### config.mk
export PLATFORM = sky130hd
export DESIGN_NAME = btcc_counters
export DESIGN_NICKNAME = d
export VERILOG_FILES = /design/src/btcc_pkg.sv /design/src/btcc_counters.sv
export SDC_FILE = /design/constraint.sdc
export NUM_CORES = 1
export LEC_CHECK = 0
export ABC_AREA = 1
export BUFFER_PORTS_ARGS = -buffer_cell sky130_fd_sc_hd__buf_4
export CORE_MARGIN = 2
export CORE_UTILIZATION = 55
export CTS_BUF_LIST = sky130_fd_sc_hd__clkbuf_2
export DETAILED_ROUTE_END_ITERATION = 10
export PLACE_DENSITY = 0.8
export RECOVER_POWER = 25
export REMOVE_ABC_BUFFERS = 1
export SLEW_MARGIN = 10
export SYNTH_ARGS = -nofsm -noshare
export SYNTH_HDL_FRONTEND = slang
export SYNTH_SLANG_ARGS = --single-unit
export TNS_END_PERCENT = 10
### constraint.sdc
create_clock -name clk_sys -period 4.35 [get_ports clk_sys]
set_clock_uncertainty 0.05 [all_clocks]
set_input_delay 0.6525 -clock clk_sys [delete_from_list [all_inputs] [get_ports clk_sys]]
set_output_delay 0.6525 -clock clk_sys [all_outputs]
set_load 0.01 [all_outputs]
### src/btcc_pkg.sv
/*
   Constants and types for the time and calendar counter block.
   Assumes nothing beyond a SystemVerilog compiler; no imports are used.
*/
`default_nettype none
package btcc_pkg;

   // ------------------------------------------------------------------
   // Register offsets
   // ------------------------------------------------------------------
   localparam logic [2:0] OFS_SECONDS = 3'h0;
   localparam logic [2:0] OFS_MINUTES = 3'h1;
   localparam logic [2:0] OFS_HOURS = 3'h2;
   localparam logic [2:0] OFS_WEEKDAY = 3'h3;
   localparam logic [2:0] OFS_DAY = 3'h4;
   localparam logic [2:0] OFS_MONTH = 3'h5;
   localparam logic [2:0] OFS_YEAR = 3'h6;
   localparam logic [2:0] OFS_RATE_TRIM = 3'h7;

   // ------------------------------------------------------------------
   // Field masks: bits outside a mask read zero and ignore writes, except month bit 7, which holds the century bit
   // ------------------------------------------------------------------
   localparam logic [7:0] MASK_SECONDS = 8'h7F;
   localparam logic [7:0] MASK_MINUTES = 8'h7F;
   localparam logic [7:0] MASK_HOURS = 8'h3F;
   localparam logic [7:0] MASK_WEEKDAY = 8'h07;
   localparam logic [7:0] MASK_DAY = 8'h3F;
   localparam logic [7:0] MASK_MONTH = 8'h1F;
   localparam logic [7:0] MASK_YEAR = 8'hFF;
   localparam logic [7:0] MASK_RATE_TRIM = 8'h7F;
   localparam int CENTURY_BIT = 7;

   // ------------------------------------------------------------------
   // BCD limits
   // ------------------------------------------------------------------
   localparam logic [7:0] BCD_ZERO = 8'h00;
   localparam logic [7:0] BCD_ONE = 8'h01;
   localparam logic [7:0] BCD_59 = 8'h59;
   localparam logic [7:0] BCD_23 = 8'h23;
   localparam logic [7:0] BCD_11 = 8'h11;
   localparam logic [7:0] BCD_12 = 8'h12;
   localparam logic [7:0] BCD_99 = 8'h99;
   localparam logic [7:0] BCD_20 = 8'h20;
   localparam logic [7:0] BCD_40 = 8'h40;
   localparam logic [7:0] DAYS_31 = 8'h31;
   localparam logic [7:0] DAYS_30 = 8'h30;
   localparam logic [7:0] DAYS_29 = 8'h29;
   localparam logic [7:0] DAYS_28 = 8'h28;
   localparam logic [7:0] MON_FEB = 8'h02;
   localparam logic [7:0] MON_APR = 8'h04;
   localparam logic [7:0] MON_JUN = 8'h06;
   localparam logic [7:0] MON_SEP = 8'h09;
   localparam logic [7:0] MON_NOV = 8'h11;
   localparam logic [2:0] WDAY_LAST = 3'h6;
   localparam int HOUR_PM_BIT = 5;

   // ------------------------------------------------------------------
   // Prescaler and trim
   // ------------------------------------------------------------------
   localparam logic [16:0] XTAL_PER_SECOND = 17'h08000;
   localparam int TRIM_DIR_BIT = 6;
   localparam logic [7:0] TRIM_RESET = 8'h00;

   // Reset values of the counters
   localparam logic [7:0] RST_DAY = 8'h01;
   localparam logic [7:0] RST_MONTH = 8'h01;

   // One full time and calendar value
   typedef struct packed {
      logic century;
      logic [7:0] year;
      logic [7:0] month;
      logic [7:0] day;
      logic [2:0] wday;
      logic [7:0] hour;
      logic [7:0] min;
      logic [7:0] sec;
   } btcc_time_t;

endpackage
`default_nettype wire

### src/btcc_counters.sv
/*
   BCD time and calendar counters with second-rate trim.
   Holds seconds, minutes, hours, weekday, day, month with century bit,
   year, the crystal prescaler, the rate trim register and the halt flag.
   Assumes a parallel register port driven on clk_sys by a serial front
   end, with one-cycle write strobes and a level address that also
   selects the read data one cycle later.
   Assumes the crystal clock and the crystal-stop indication arrive
   asynchronously to clk_sys and are synchronised here.
*/
// Operation
// - seconds 00-59, carry into minutes
// - minutes 00-59, carry into hours
// - hour rollover carries day and weekday
// - 12-hour: midnight 12, noon 32
// - seconds write clears sub-second prescaler
// - weekday increments on each hour carry
// - weekday wraps 110 to 000
// - month length with leap February
// - day past month end reloads, month increments
// - month 1-12, carry into year
// - year 00-99, divisible by four leap
// - century bit toggles on year wrap
// - halt flag set when crystal stops
// - second equals 32768 crystal cycles untrimmed
// - trim only seconds 00, 20, 40
// - writing trim enables adjustment
// - no trim when coinciding with trim write
// - trim length formula per direction bit
// - middle five bits zero, no trim
`timescale 1ns/1ps
`default_nettype none
module btcc_counters (
   // Clock and reset
   input wire logic clk_sys,
   input wire logic reset_n,
   // Asynchronous crystal side
   input wire logic xtal_clk,
   input wire logic osc_stop,
   // Register port
   input wire logic reg_wr_en,
   input wire logic [2:0] reg_addr,
   input wire logic [7:0] reg_wdata,
   output logic [7:0] reg_rdata_q,
   // Control and status
   input wire logic mode_24h,
   input wire logic osc_halt_clear,
   output logic osc_halt_flag_q,
   output logic sec_tick_q
);

   // -------------------------------------------------------------------
   // State
   // -------------------------------------------------------------------
   // Live time value, its next value and the ticked value
   btcc_pkg::btcc_time_t time_q;
   btcc_pkg::btcc_time_t time_d;
   btcc_pkg::btcc_time_t time_adv;
   // Trim register and its armed flag
   logic [7:0] rate_trim_q;
   logic trim_active_q;
   // Crystal edge count and the length of the current second
   logic [16:0] presc_q;
   logic [16:0] period_q;
   logic xtal_s1_q;
   logic xtal_s2_q;
   logic xtal_s3_q;
   logic stop_s1_q;
   logic stop_s2_q;

   // Shared by every BCD counter field; the caller gives the last legal
   // value and the value to reload after it. Only legal BCD inputs are
   // expected, so a nibble above nine is not guarded against.
   // BCD increment with wrap: returns {carry, next}
   function automatic logic [8:0] bcd_inc(input logic [7:0] v,
                                          input logic [7:0] last,
                                          input logic [7:0] first);
      logic [8:0] r;
      r = {1'b0, v};
      if (v == last) begin
         r = {1'b1, first};
      end else if (v[3:0] == 4'h9) begin
         r = {1'b0, v[7:4] + 4'h1, 4'h0};
      end else begin
         r = {1'b0, v[7:4], v[3:0] + 4'h1};
      end
      return r;
   endfunction

   // -------------------------------------------------------------------
   // Synchronisers and crystal edge detect
   // -------------------------------------------------------------------
   // Two flops per async input, third flop only for edge finding
   // These flops carry no reset: they only follow the pins, and the
   // prescaler ignores them while reset_n is low, so nothing is
   // counted before reset is released.
   always_ff @(posedge clk_sys) begin
      xtal_s1_q <= xtal_clk;
      xtal_s2_q <= xtal_s1_q;
      xtal_s3_q <= xtal_s2_q;
      stop_s1_q <= osc_stop;
      stop_s2_q <= stop_s1_q;
   end

   // A crystal rise is one clk_sys cycle wide; the crystal must stay
   // high and low for at least two clk_sys periods for none to be lost
   wire xtal_rise = xtal_s2_q & ~xtal_s3_q;

   // -------------------------------------------------------------------
   // Register port decode
   // -------------------------------------------------------------------
   // One strobe per register; the address alone also drives the read
   // multiplexer, so reads need no strobe of their own; a write and a
   // read of one register in one cycle return the old value
   wire wr_sec = reg_wr_en && (reg_addr == btcc_pkg::OFS_SECONDS);
   wire wr_min = reg_wr_en && (reg_addr == btcc_pkg::OFS_MINUTES);
   wire wr_hour = reg_wr_en && (reg_addr == btcc_pkg::OFS_HOURS);
   wire wr_wday = reg_wr_en && (reg_addr == btcc_pkg::OFS_WEEKDAY);
   wire wr_day = reg_wr_en && (reg_addr == btcc_pkg::OFS_DAY);
   wire wr_month = reg_wr_en && (reg_addr == btcc_pkg::OFS_MONTH);
   wire wr_year = reg_wr_en && (reg_addr == btcc_pkg::OFS_YEAR);
   wire wr_trim = reg_wr_en && (reg_addr == btcc_pkg::OFS_RATE_TRIM);

   // -------------------------------------------------------------------
   // Prescaler and trimmed period
   // -------------------------------------------------------------------
   // One second ends when the counted crystal edges reach the period
   // The period is latched at the start of each interval, so a trim
   // write in mid-second only affects the next interval that starts
   // at 00, 20 or 40 seconds.
   wire tick = xtal_rise && (presc_q == period_q - 17'h00001);
   wire [5:0] trim_amt = rate_trim_q[5:0];
   wire trim_dir = rate_trim_q[btcc_pkg::TRIM_DIR_BIT];
   wire trim_nonzero = |rate_trim_q[5:1];
   wire [6:0] trim_loss = {1'b0, trim_amt} - 7'h01;
   wire [6:0] trim_gain = {1'b0, ~trim_amt} + 7'h01;
   // The loss and gain terms stay within seven bits for every trim
   // value except 0, where trim_loss wraps to 7'h7F, so the period never wraps below or above its range
   // Longer or shorter second by twice the programmed step
   wire [16:0] period_long =
      btcc_pkg::XTAL_PER_SECOND + {9'h000, trim_loss, 1'b0};
   wire [16:0] period_short =
      btcc_pkg::XTAL_PER_SECOND - {9'h000, trim_gain, 1'b0};
   wire [16:0] period_trim = trim_dir ? period_short : period_long;

   // A seconds write both restarts the interval and decides, from the
   // written value, whether that interval is trimmed
   // Seconds value at which the next interval starts
   wire [7:0] sec_start = wr_sec ? (reg_wdata & btcc_pkg::MASK_SECONDS)
                                 : time_adv.sec;
   wire sec_point = (sec_start == btcc_pkg::BCD_ZERO) ||
                    (sec_start == btcc_pkg::BCD_20) ||
                    (sec_start == btcc_pkg::BCD_40);
   wire apply_trim = sec_point && trim_active_q && trim_nonzero &&
                     !wr_trim;
   wire [16:0] period_next =
      apply_trim ? period_trim : btcc_pkg::XTAL_PER_SECOND;
   wire interval_start = tick || wr_sec;

   // Hazard: a seconds write in the same cycle as a tick wins; the
   // tick still advances the other fields, but seconds take the write
   // Prescaler: a seconds write restarts the second afresh
   always_ff @(posedge clk_sys) begin
      if (!reset_n) begin
         presc_q <= 17'h00000;
         period_q <= btcc_pkg::XTAL_PER_SECOND;
      end else if (interval_start) begin
         presc_q <= 17'h00000;
         period_q <= period_next;
      end else if (xtal_rise) begin
         presc_q <= presc_q + 17'h00001;
      end
   end

   // -------------------------------------------------------------------
   // Carry chain, all fields within one update
   // -------------------------------------------------------------------
   // Every carry is formed from the current value in one cycle, so a
   // read never sees a half-carried time; a field only steps when all
   // fields below it wrap on the same tick
   wire [8:0] sec_inc = bcd_inc(time_q.sec, btcc_pkg::BCD_59,
                                btcc_pkg::BCD_ZERO);
   wire [8:0] min_inc = bcd_inc(time_q.min, btcc_pkg::BCD_59,
                                btcc_pkg::BCD_ZERO);
   wire c_sec = sec_inc[8];
   wire c_min = c_sec && min_inc[8];

   // Hours: 24-hour wraps 23 to 00; 12-hour uses bit 5 as PM
   // In 12-hour mode the low five bits run 12, 01 .. 11; the afternoon
   // bit flips on the step from 11 to 12, and only the step from
   // afternoon 11 to 12 carries into the day
   wire hour_pm = time_q.hour[btcc_pkg::HOUR_PM_BIT];
   wire [7:0] hour_low = {3'h0, time_q.hour[4:0]};
   wire [8:0] h24_inc = bcd_inc(time_q.hour, btcc_pkg::BCD_23,
                                btcc_pkg::BCD_ZERO);
   wire [8:0] h12_inc = bcd_inc(hour_low, btcc_pkg::BCD_12,
                                btcc_pkg::BCD_ONE);
   wire h12_at_11 = (hour_low == btcc_pkg::BCD_11);
   wire [7:0] h12_next = {2'b00, hour_pm ^ h12_at_11,
                          h12_inc[4:0]};
   wire h12_carry = hour_pm && h12_at_11;
   wire [7:0] hour_next = mode_24h ? h24_inc[7:0] : h12_next;
   wire c_hour = c_min && (mode_24h ? h24_inc[8] : h12_carry);

   // Month length, leap years from BCD year mod four
   // Ten is two more than a multiple of four, so an odd tens digit adds
   // two to the units before the two low bits are tested
   wire [3:0] year_mod = time_q.year[3:0] + {2'b00, time_q.year[4], 1'b0};
   wire leap = (year_mod[1:0] == 2'b00);
   wire short_mon = (time_q.month == btcc_pkg::MON_APR) ||
                    (time_q.month == btcc_pkg::MON_JUN) ||
                    (time_q.month == btcc_pkg::MON_SEP) ||
                    (time_q.month == btcc_pkg::MON_NOV);
   wire [7:0] feb_last = leap ? btcc_pkg::DAYS_29 : btcc_pkg::DAYS_28;
   wire [7:0] last_day =
      (time_q.month == btcc_pkg::MON_FEB) ? feb_last :
      short_mon ? btcc_pkg::DAYS_30 : btcc_pkg::DAYS_31;
   wire [8:0] day_inc = bcd_inc(time_q.day, last_day,
                                btcc_pkg::BCD_ONE);
   wire c_day = c_hour && day_inc[8];
   wire [8:0] mon_inc = bcd_inc(time_q.month, btcc_pkg::BCD_12,
                                btcc_pkg::BCD_ONE);
   wire c_mon = c_day && mon_inc[8];
   wire [8:0] year_inc = bcd_inc(time_q.year, btcc_pkg::BCD_99,
                                 btcc_pkg::BCD_ZERO);
   wire c_year = c_mon && year_inc[8];
   wire [2:0] wday_next = (time_q.wday == btcc_pkg::WDAY_LAST) ? 3'h0
                          : time_q.wday + 3'h1;

   // Advanced value: each field steps only when all lower fields wrap
   // Weekday and day both take the hour carry; month, year and century
   // follow the day carry in turn
   assign time_adv.sec = tick ? sec_inc[7:0] : time_q.sec;
   assign time_adv.min = (tick && c_sec) ? min_inc[7:0] : time_q.min;
   assign time_adv.hour = (tick && c_min) ? hour_next : time_q.hour;
   assign time_adv.wday = (tick && c_hour) ? wday_next
                                           : time_q.wday;
   assign time_adv.day = (tick && c_hour) ? day_inc[7:0] : time_q.day;
   assign time_adv.month = (tick && c_day) ? mon_inc[7:0]
                                           : time_q.month;
   assign time_adv.year = (tick && c_mon) ? year_inc[7:0]
                                          : time_q.year;
   assign time_adv.century = (tick && c_year) ? ~time_q.century
                                              : time_q.century;

   // Host writes override the advanced value of the written field
   // Bits outside each field are masked off here, so they never reach
   // the counters and always read back as zero, except month bit 7,
   // which loads the century bit; invalid values are stored as written
   // and are the host's concern
   assign time_d.sec = wr_sec ? (reg_wdata & btcc_pkg::MASK_SECONDS)
                              : time_adv.sec;
   assign time_d.min = wr_min ? (reg_wdata & btcc_pkg::MASK_MINUTES)
                              : time_adv.min;
   assign time_d.hour = wr_hour ? (reg_wdata & btcc_pkg::MASK_HOURS)
                                : time_adv.hour;
   assign time_d.wday = wr_wday ? reg_wdata[2:0] : time_adv.wday;
   assign time_d.day = wr_day ? (reg_wdata & btcc_pkg::MASK_DAY)
                              : time_adv.day;
   assign time_d.month = wr_month ? (reg_wdata & btcc_pkg::MASK_MONTH)
                                  : time_adv.month;
   assign time_d.year = wr_year ? reg_wdata : time_adv.year;
   assign time_d.century = wr_month ? reg_wdata[btcc_pkg::CENTURY_BIT]
                                    : time_adv.century;

   // Counter registers
   // Reset loads 00:00:00, weekday 0, day 01, month 01, year 00
   always_ff @(posedge clk_sys) begin
      if (!reset_n) begin
         time_q <= '0;
         time_q.day <= btcc_pkg::RST_DAY;
         time_q.month <= btcc_pkg::RST_MONTH;
      end else begin
         time_q <= time_d;
      end
   end

   // -------------------------------------------------------------------
   // Oscillation halt and trim register
   // -------------------------------------------------------------------
   // Halt flag: a stop indication wins over a clear in the same cycle
   // The flag stays set after the crystal restarts until the host
   // clears it, so lost time can be noticed later
   always_ff @(posedge clk_sys) begin
      if (!reset_n) begin
         osc_halt_flag_q <= 1'b1;
      end else if (stop_s2_q) begin
         osc_halt_flag_q <= 1'b1;
      end else if (osc_halt_clear) begin
         osc_halt_flag_q <= 1'b0;
      end
   end

   // Trim register; a write arms the adjustment, a halt clears it
   // Until the first write after reset or halt the adjustment stays
   // idle, even for a nonzero value
   always_ff @(posedge clk_sys) begin
      if (!reset_n) begin
         rate_trim_q <= btcc_pkg::TRIM_RESET;
         trim_active_q <= 1'b0;
      end else if (stop_s2_q) begin
         rate_trim_q <= btcc_pkg::TRIM_RESET;
         trim_active_q <= 1'b0;
      end else if (wr_trim) begin
         rate_trim_q <= reg_wdata & btcc_pkg::MASK_RATE_TRIM;
         trim_active_q <= 1'b1;
      end
   end

   // -------------------------------------------------------------------
   // Read back and tick output
   // -------------------------------------------------------------------
   // Address selects the field; unused bit positions come out as zero
   wire [7:0] rd_mux =
      (reg_addr == btcc_pkg::OFS_SECONDS) ? time_q.sec :
      (reg_addr == btcc_pkg::OFS_MINUTES) ? time_q.min :
      (reg_addr == btcc_pkg::OFS_HOURS) ? time_q.hour :
      (reg_addr == btcc_pkg::OFS_WEEKDAY) ? {5'h00, time_q.wday} :
      (reg_addr == btcc_pkg::OFS_DAY) ? time_q.day :
      (reg_addr == btcc_pkg::OFS_MONTH) ?
         {time_q.century, time_q.month[6:0]} :
      (reg_addr == btcc_pkg::OFS_YEAR) ? time_q.year :
      rate_trim_q;

   // Registered read data and second pulse
   // Read data follows the address one cycle later, every cycle
   always_ff @(posedge clk_sys) begin
      if (!reset_n) begin
         reg_rdata_q <= 8'h00;
         sec_tick_q <= 1'b0;
      end else begin
         reg_rdata_q <= rd_mux;
         sec_tick_q <= tick;
      end
   end

endmodule
`default_nettype wire

==> results of run 1 <==
-- power groups by stage --
stage / registers, mW / logic (mW) / clock network (mW)
floorplan: 1.01 / 0.104 / 0
global placement: 1.01 / 0.172 / 0
detailed placement: 1.01 / 0.173 / 0
CTS: 0.998 / 0.174 / 0.550
global route: 1.00 / 0.193 / 0.590
finish: 0.998 / 0.175 / 0.545
-- layout make-up --
class / instances / share of cell area
repair buffers: 31 / 0.02532
flip-flops and latches: 105 / 0.2762
clock inverters: 7 / 0.01217
multi-input cells: 828 / 0.5769
inverters: 152 / 0.07496
clock buffers: 9 / 0.005918
well taps: 172 / 0.02828
diodes: 1 / 0.0003288
-- routing by layer --
layer,wire [um],global-route usage,up-vias
met5,0,0,-
met4,415,0.08133,0
met3,1792,0.07364,43
met2,7969,0.3968,305
met1,8656,0.3791,3299
li1,-,-,3668
-- cell usage after synthesis (2+ instances only) --
cell         n  area share
nand4_1     21       0.018
or2_2        4      0.0035
o22ai_1     12       0.011
xor2_1      27       0.033
o21bai_2     5      0.0079
o221ai_1     5      0.0061
xnor2_1     16       0.020
a21oi_1     82       0.057
nand3_1     75       0.053
o211ai_1     9      0.0095
buf_6        3      0.0047
nor4_1       3      0.0026
inv_2        5      0.0026
nand2_2     11      0.0096
a22oi_1      2      0.0021
o21ai_1      4      0.0028
a31oi_1      7      0.0061
nand3_2     10       0.014
nor2_2      15       0.013
nand2_4      2      0.0032
o21ai_2      2      0.0025
a221oi_1     2      0.0025
nor2_4       5      0.0079
o21ai_0     71       0.050
nor3_1      22       0.015
dfxtp_1    105        0.29
inv_1      142       0.075
ha_1        25       0.044
o21bai_1     8      0.0084
nor2_1     131       0.069
nor3b_1      2      0.0021
clkbuf_1    12      0.0063
clkinv_1     5      0.0026
nand2_1    240        0.13
o2bb2ai_1    2      0.0025
-- kinds of logic after synthesis --
family / count (synthesis)
adder cells (fa/ha/maj): 25
flip-flops: 105
AND/OR/NAND/NOR: 544
AO/OA/AOI/OAI: 215
buffers and inverters: 168
XOR/XNOR: 44
-- worst register-to-register path, stage by stage (launching register included) --
cell and delay, ns:
dfxtp_1 0.44, inv_2 0.08, ha_1 0.31, nand2_1 0.07, inv_1 0.03, nor2_1 0.18, nand3_1 0.10, nor2_1 0.21
nand2_1 0.07, nor2_1 0.10, nand2_1 0.10, nor2_2 0.17, nand3_2 0.13, nand2_1 0.15, nor2_1 0.05, inv_1 0.51
buf_4 0.30, nor2_1 0.07
-- how the worst min path moves through the flow --
| stage | startpoint | endpoint | slack (ns) | cells past startpoint |
|---|---|---|---|---|
| after detailed placement | xtal_s1_q | xtal_s2_q | 0.27 | 0 |
| after global placement | stop_s1_q | stop_s2_q | 0.26 | 0 |
| after CTS | xtal_clk | xtal_s1_q | 0.02 | 1 |
| after global routing | osc_halt_clear | osc_halt_flag_q | 0.04 | 2 |
| final | osc_halt_clear | osc_halt_flag_q | 0.11 | 2 |
| after floorplan | stop_s1_q | stop_s2_q | 0.26 | 0 |
-- flip-flops by register name (all words and copies together), names as in the netlist --
register / count
time_q: 46
presc_q: 17
period_q: 13
reg_rdata_q: 8
rate_trim_q: 7
hour_low: 5
hour_pm: 1
osc_halt_flag_q: 1
sec_tick_q: 1
stop_s1_q: 1
stop_s2_q: 1
trim_active_q: 1
xtal_s1_q: 1
xtal_s2_q: 1
xtal_s3_q: 1
-- metrics by stage --
step,instance area [um2],setup slack (ns)
finish,7611,1.154
global route,7611,0.8197
CTS,7634,1.216
detailed placement,7496,1.160
global placement,7496,1.255
floorplan,7063,1.753
==> run_results.csv, run 1 <==
group,metric,value,unit
floorplan,core_region_area,12670,um2
worst_setup_path,r2r_start,"period_q[1]",
routing,drt-pass1-iter-count,7,
worst_setup_path,r2r-end,"presc_q[15]",
logic_synthesis,synth-edff-count,0,
worst_setup_path,rrSetupSlack,1.15,ns
finish,final_cell_mix,"nand2_1, inv_1, nor2_1",
logic_synthesis,synthFlopType,"dfxtp_1",
cts,hold_buffers,0,
run_status,outcome,"finished clean",
cts,cts_resized,0,
power_and_ir_drop,p_per_area,225.7,nW/um2
logic_synthesis,ys_seq_area_frac,0.2941,
cts,clock-sinks,105,
timing,tns,0,ns
worst_setup_path,endpoint,"presc_q[15]",
floorplan,io_pins,28,
timing,slew_headroom,0.1209,
timing,finalHoldViolCount,0,
logic_synthesis,synth_compound_area_frac,0.1724,
power_and_ir_drop,power_frac_clock,0.317,
cts,clk_latency,0.68,ns
floorplan,die_height,118.0,um
timing,hold_ws,0.1094,ns
logic_synthesis,synth_top_family_by_area,"simple AND/OR/NAND/NOR gates",
power_and_ir_drop,switching_share,0.2857,
logic_synthesis,muxShareOfSynthArea,0,
worst_setup_path,cp_top_family,"simple AND/OR/NAND/NOR gates",
cts,root_buffer,"clkbuf_2",
power_and_ir_drop,p_sw,0.4907,mW
timing,finalCriticalPeriod,3.196,ns
global_routing,globalRouteTotalUtil,0.2682,
timing,finalCritPeriodShare,0.7348,
logic_synthesis,netlist_area,7147,um2
global_routing,grt_antenna_before_repair,1,
worst_setup_path,end_kind,"flip-flop",
floorplan,rows,41,
place,gp_congestion,1.017,
finish,final_nets,1170,
logic_synthesis,syn_inst,1101,
logic_synthesis,syn-mean-instance-area,6.491,um2
power_and_ir_drop,vdd_ir_drop_max,205.4,uV
cts,cts_setup_buffers,0,
finish,postLayoutCoreUtil,0.6007,
logic_synthesis,yosys_warnings,0,
routing,drt-total-wl,18830,um
floorplan,die-area,13920,um2
routing,wl_per_cell,14.43,um
worst_setup_path,critPathKind,"reg -> reg",
worst_setup_path,crit_start,"period_q[1]",
routing,ant_nets,0,
place,dp_hpwl,14210,um
global_routing,grt_pass1_wl,30680,um
worst_setup_path,startpoint_type,"flip-flop",
power_and_ir_drop,power.total,1.718,mW
logic_synthesis,synthDistinctLibCells,44,
worst_setup_path,required,4.88,ns
finish,multiInputGateArea,4390,um2
finish,regArea,2102,um2
power_and_ir_drop,power.leakage,3.195,nW
timing,setup_viol,0,
run,maxCapViolCount,0,
finish,fill_cells,1278,
place,placed_cells,1286,
timing,tightest_slew,1.317,ns
place,numPortBuffers,27,
power_and_ir_drop,pwr-share-comb,0.102,
finish,drive_gt1_frac,0.08127,
global_routing,grt_max_degree,38,
cts,clk_path_buf_depth,2,
global_routing,grt_pass1_vias,6277,
routing,num_vias,7315,
timing,rsz0062_at_grt,"false",
worst_setup_path,cpMaxStageDelayCell,"inv_1",
cts,h-tree-depth,3,
routing,drcViolationCount,0,
worst_setup_path,reg2reg_depth,17,
floorplan,start_util,0.5640,
logic_synthesis,async_flop_share,0,
worst_setup_path,worst-path-buf-inv,4,
worst_setup_path,critPathArrivalTime,3.72,ns
floorplan,chipWidth,118.0,um
logic_synthesis,synth_seq_cells,105,
finish,stdcell_count,1305,
finish,final_common_cell,"nand2_1",
cts,clk_pin_slew,0.28,ns
timing,drv_slew,0,
logic_synthesis,synth-simple-area-share,0.3423,
routing,drt_iter0_markers,858,
cts,cts_tree,"built",
finish,syn2layout_area_growth,6.495,%
worst_setup_path,cp_max_fo,20,
logic_synthesis,synthAdderAreaFrac,0.04377,
logic_synthesis,synth_xor_area_frac,0.05585,
worst_setup_path,crit_chain,"inv_2 > ha_1 > nand2_1 > inv_1 > nor2_1 > nand3_1 > nor2_1 > nand2_1 > nor2_1 > nand2_1 > nor2_2 > nand3_2 > nand2_1 > nor2_1 > inv_1 > buf_4 > nor2_1",
global_routing,grt-ovfl-total,0,
timing,fmax,312.9,MHz
routing,vias_per_cell,5.605,
worst_setup_path,cp_num_cells,17,
cts,cts_buffers,9,
power_and_ir_drop,internal_power,1.227,mW
power_and_ir_drop,seqPwrFrac,0.581,
min_path,holdCritPathClass,"in -> reg",
worst_setup_path,cp_slowest_stage_delay,0.51,ns
worst_setup_path,crit_top_cell,"nor2_1",
(Power assumes the default switching activity.)
==> run 2: changes to the inputs <==
--- a/config.mk
+++ b/config.mk
@@ -11,7 +11,7 @@
 export CORE_UTILIZATION = 55
 export CTS_BUF_LIST = sky130_fd_sc_hd__clkbuf_2
 export DETAILED_ROUTE_END_ITERATION = 10
-export PLACE_DENSITY = 0.8
+export PLACE_DENSITY = 0.83
 export RECOVER_POWER = 25
 export REMOVE_ABC_BUFFERS = 1
 export SLEW_MARGIN = 10
==> constraint.sdc (replaced) <==
create_clock -name clk_sys -period 2.7 [get_ports clk_sys]
set_clock_uncertainty 0.05 [all_clocks]
set_input_delay 0.405 -clock clk_sys [delete_from_list [all_inputs] [get_ports clk_sys]]
set_output_delay 0.405 -clock clk_sys [all_outputs]
set_load 0.01 [all_outputs]
==> run 2 against run 1 <==
- the run now ends with setup timing left
- setup slack worse by 1.3 ns
- critical path depth is 3 higher
- die area unchanged
- power is 64% higher
- combinational power is 87% higher
- final cell count up 4.6%
- clock power increased by 61%
- core utilization increased by 5.7 points
- routed wire length grew 5.8%
- sequential share of layout area shrank 2.3 points
- first-iteration DRC count up 17%
- largest cell class unchanged
- largest power group unchanged
==> run_results.csv, run 2 (synthesis results as in run 1) <==
group,metric,value,unit
run_status,outcome,"finished, violations left",
run_status,failed_checks,"setup timing",
power_and_ir_drop,power.leakage,3.588,nW
routing,vias_per_cell,5.645,
worst_setup_path,critPathArrivalTime,3.35,ns
worst_setup_path,required,3.23,ns
timing,drv_slew,0,
place,postPlaceCellArea,7871,um2
timing,rsz0062_at_grt,"true",
floorplan,rows,41,
finish,final_nets,1230,
cts,clk_latency,0.69,ns
cts,root_buffer,"clkbuf_2",
floorplan,core_region_area,12670,um2
worst_setup_path,crit_chain,"inv_2 > ha_4 > nor2_2 > nor2_4 > nand3_2 > nor2_4 > nand2_1 > nor2_2 > nand2_2 > nor2_4 > nand4_1 > buf_4 > nand2_2 > o21ai_2 > nand2_1 > o21ai_2 > nand2_2 > nand3_4 > buf_12 > o21bai_1",
global_routing,grt_max_degree,25,
cts,clk_pin_slew,0.35,ns
min_path,hold_path_end,"time_q[13]",
global_routing,grt_pass1_vias,6645,
floorplan,start_util,0.5640,
worst_setup_path,reg2reg_depth,20,
worst_setup_path,cp_num_cells,20,
timing,finalCritPeriodShare,1.041,
place,numPortBuffers,27,
finish,final_area,8337,um2
worst_setup_path,r2r_start,"period_q[2]",
place,dp_hpwl,14620,um
routing,drcViolationCount,0,
cts,clk_path_buf_depth,2,
cts,cts_tree,"built",
power_and_ir_drop,power.total,2.814,mW
worst_setup_path,rrSetupSlack,-0.11,ns
global_routing,globalRouteTotalUtil,0.2778,
min_path,whs_path_depth,3,
timing,tightest_slew,0.5309,ns
worst_setup_path,cp_max_fo,6,
place,gp_congestion,0.9799,
global_routing,grt_pass1_wl,31800,um
power_and_ir_drop,vdd_ir_drop_max,204.7,uV
routing,drt_iter0_markers,1001,
worst_setup_path,cpMaxStageDelayCell,"dfxtp_2",
finish,drive_gt1_frac,0.1611,
finish,final_common_cell,"nand2_1",
timing,slew_headroom,0.6448,
worst_setup_path,cp_top_family,"simple AND/OR/NAND/NOR gates",
place,pre_cts_slack,-0.1795,ns
routing,drt-total-wl,19930,um
finish,postLayoutCoreUtil,0.6579,
floorplan,chipWidth,118.0,um
worst_setup_path,critPathKind,"reg -> reg",
min_path,holdCritPathClass,"in -> reg",
floorplan,io_pins,28,
global_routing,grt-ovfl-total,0,
floorplan,die_height,118.0,um
finish,top_register,"time_q",
timing,setup_viol,13,
worst_setup_path,startpoint_type,"flip-flop",
finish,final_cell_mix,"nand2_1, inv_1, nor2_1",
routing,drt-pass1-iter-count,6,
timing,fmax,355.8,MHz
run,maxCapViolCount,0,
timing,worst_slack,-0.1107,ns
routing,num_vias,7706,
floorplan,die-area,13920,um2
cts,clock-sinks,105,
worst_setup_path,r2r-end,"period_q[1]",
finish,largest_reg_flops,46,
worst_setup_path,end_kind,"flip-flop",
timing,finalHoldViolCount,0,
min_path,hp-start,"reset_n",
routing,wl_per_cell,14.60,um
finish,reg_top3,"time_q x46, presc_q x17, period_q x13",
worst_setup_path,cp_slowest_stage_delay,0.41,ns
worst_setup_path,worst-path-buf-inv,3,
timing,tns,-0.8880,ns
timing,finalCriticalPeriod,2.811,ns
routing,ant_nets,0,
power_and_ir_drop,p_per_area,337.5,nW/um2
cts,cts_buffers,9,
cts,h-tree-depth,3,
global_routing,grt_antenna_before_repair,1,
finish,syn2layout_area_growth,16.65,%
## run 2: changes by cell type in the layout (fill, tap and decap cells not counted), sizes merged
cell,delta
buf,+63
clkbuf,-11
dlygate4sd3,+8
inv,+3
clkinvlp,-2
bufinv,-1
## run 2: worst max path at each step
stage                         to         from  slack, ns
finish               period_q[1]  period_q[2]      -0.11
global route        period_q[10]  period_q[2]      -0.37
CTS                  period_q[1]  period_q[2]      -0.09
detailed placement  period_q[11]  period_q[1]      -0.18
global placement     period_q[1]  period_q[1]      -0.09
floorplan            period_q[3]  period_q[1]       0.10
## run 2: through the flow
step	instances	hold slack, ns
4_1_cts	1364	0.009872
6_report	1365	0.01166
3_3_place_gp	1331	0.2628
5_1_grt	1365	-0.003570
2_1_floorplan	1085	0.2596
3_5_place_dp	1331	0.2644
## run 2: timing repair
item,4_1_cts,5_1_grt
hold endpoints to repair,17,0
setup buffers,6,0
endpoints found under the setup margin,42,70
resized for setup,14,34
hold buffers,10,0
pin swaps,13,13
gates cloned,1,0
## run 2: worst min-delay path, stage by stage
cell     delay (ns)
buf_4          0.21
o21ai_0        0.10
a21oi_1        0.04
## run 2: layer usage
metal / share of wire / up-vias / wire length [um] / track usage
met5: 0 / - / 0 / 0
met4: 0.026 / 0 / 518 / 0.09639
met3: 0.085 / 48 / 1689 / 0.04942
met2: 0.43 / 367 / 8640 / 0.4161
met1: 0.46 / 3518 / 9075 / 0.4001
li1: - / 3773 / - / -
## run 2: where the power goes
part	leakage, nW	internal (mW)	switching, mW
registers	0.854	1.59	0.0234
logic	2.65	0.122	0.206
clock network	0.0837	0.247	0.629
total	3.59	1.96	0.858
## run 2: layout make-up
cell class | instances | area [um2]
Antenna cell | 1 | 2.502
Multi-Input combinational cell | 828 | 4538
Tap cell | 172 | 215.2
Timing Repair Buffer | 91 | 762.0
Fill cell | 1137 | 4334
Inverter | 152 | 570.5
Sequential cell | 105 | 2108
Clock buffer | 9 | 45.04
Clock inverter | 7 | 95.09
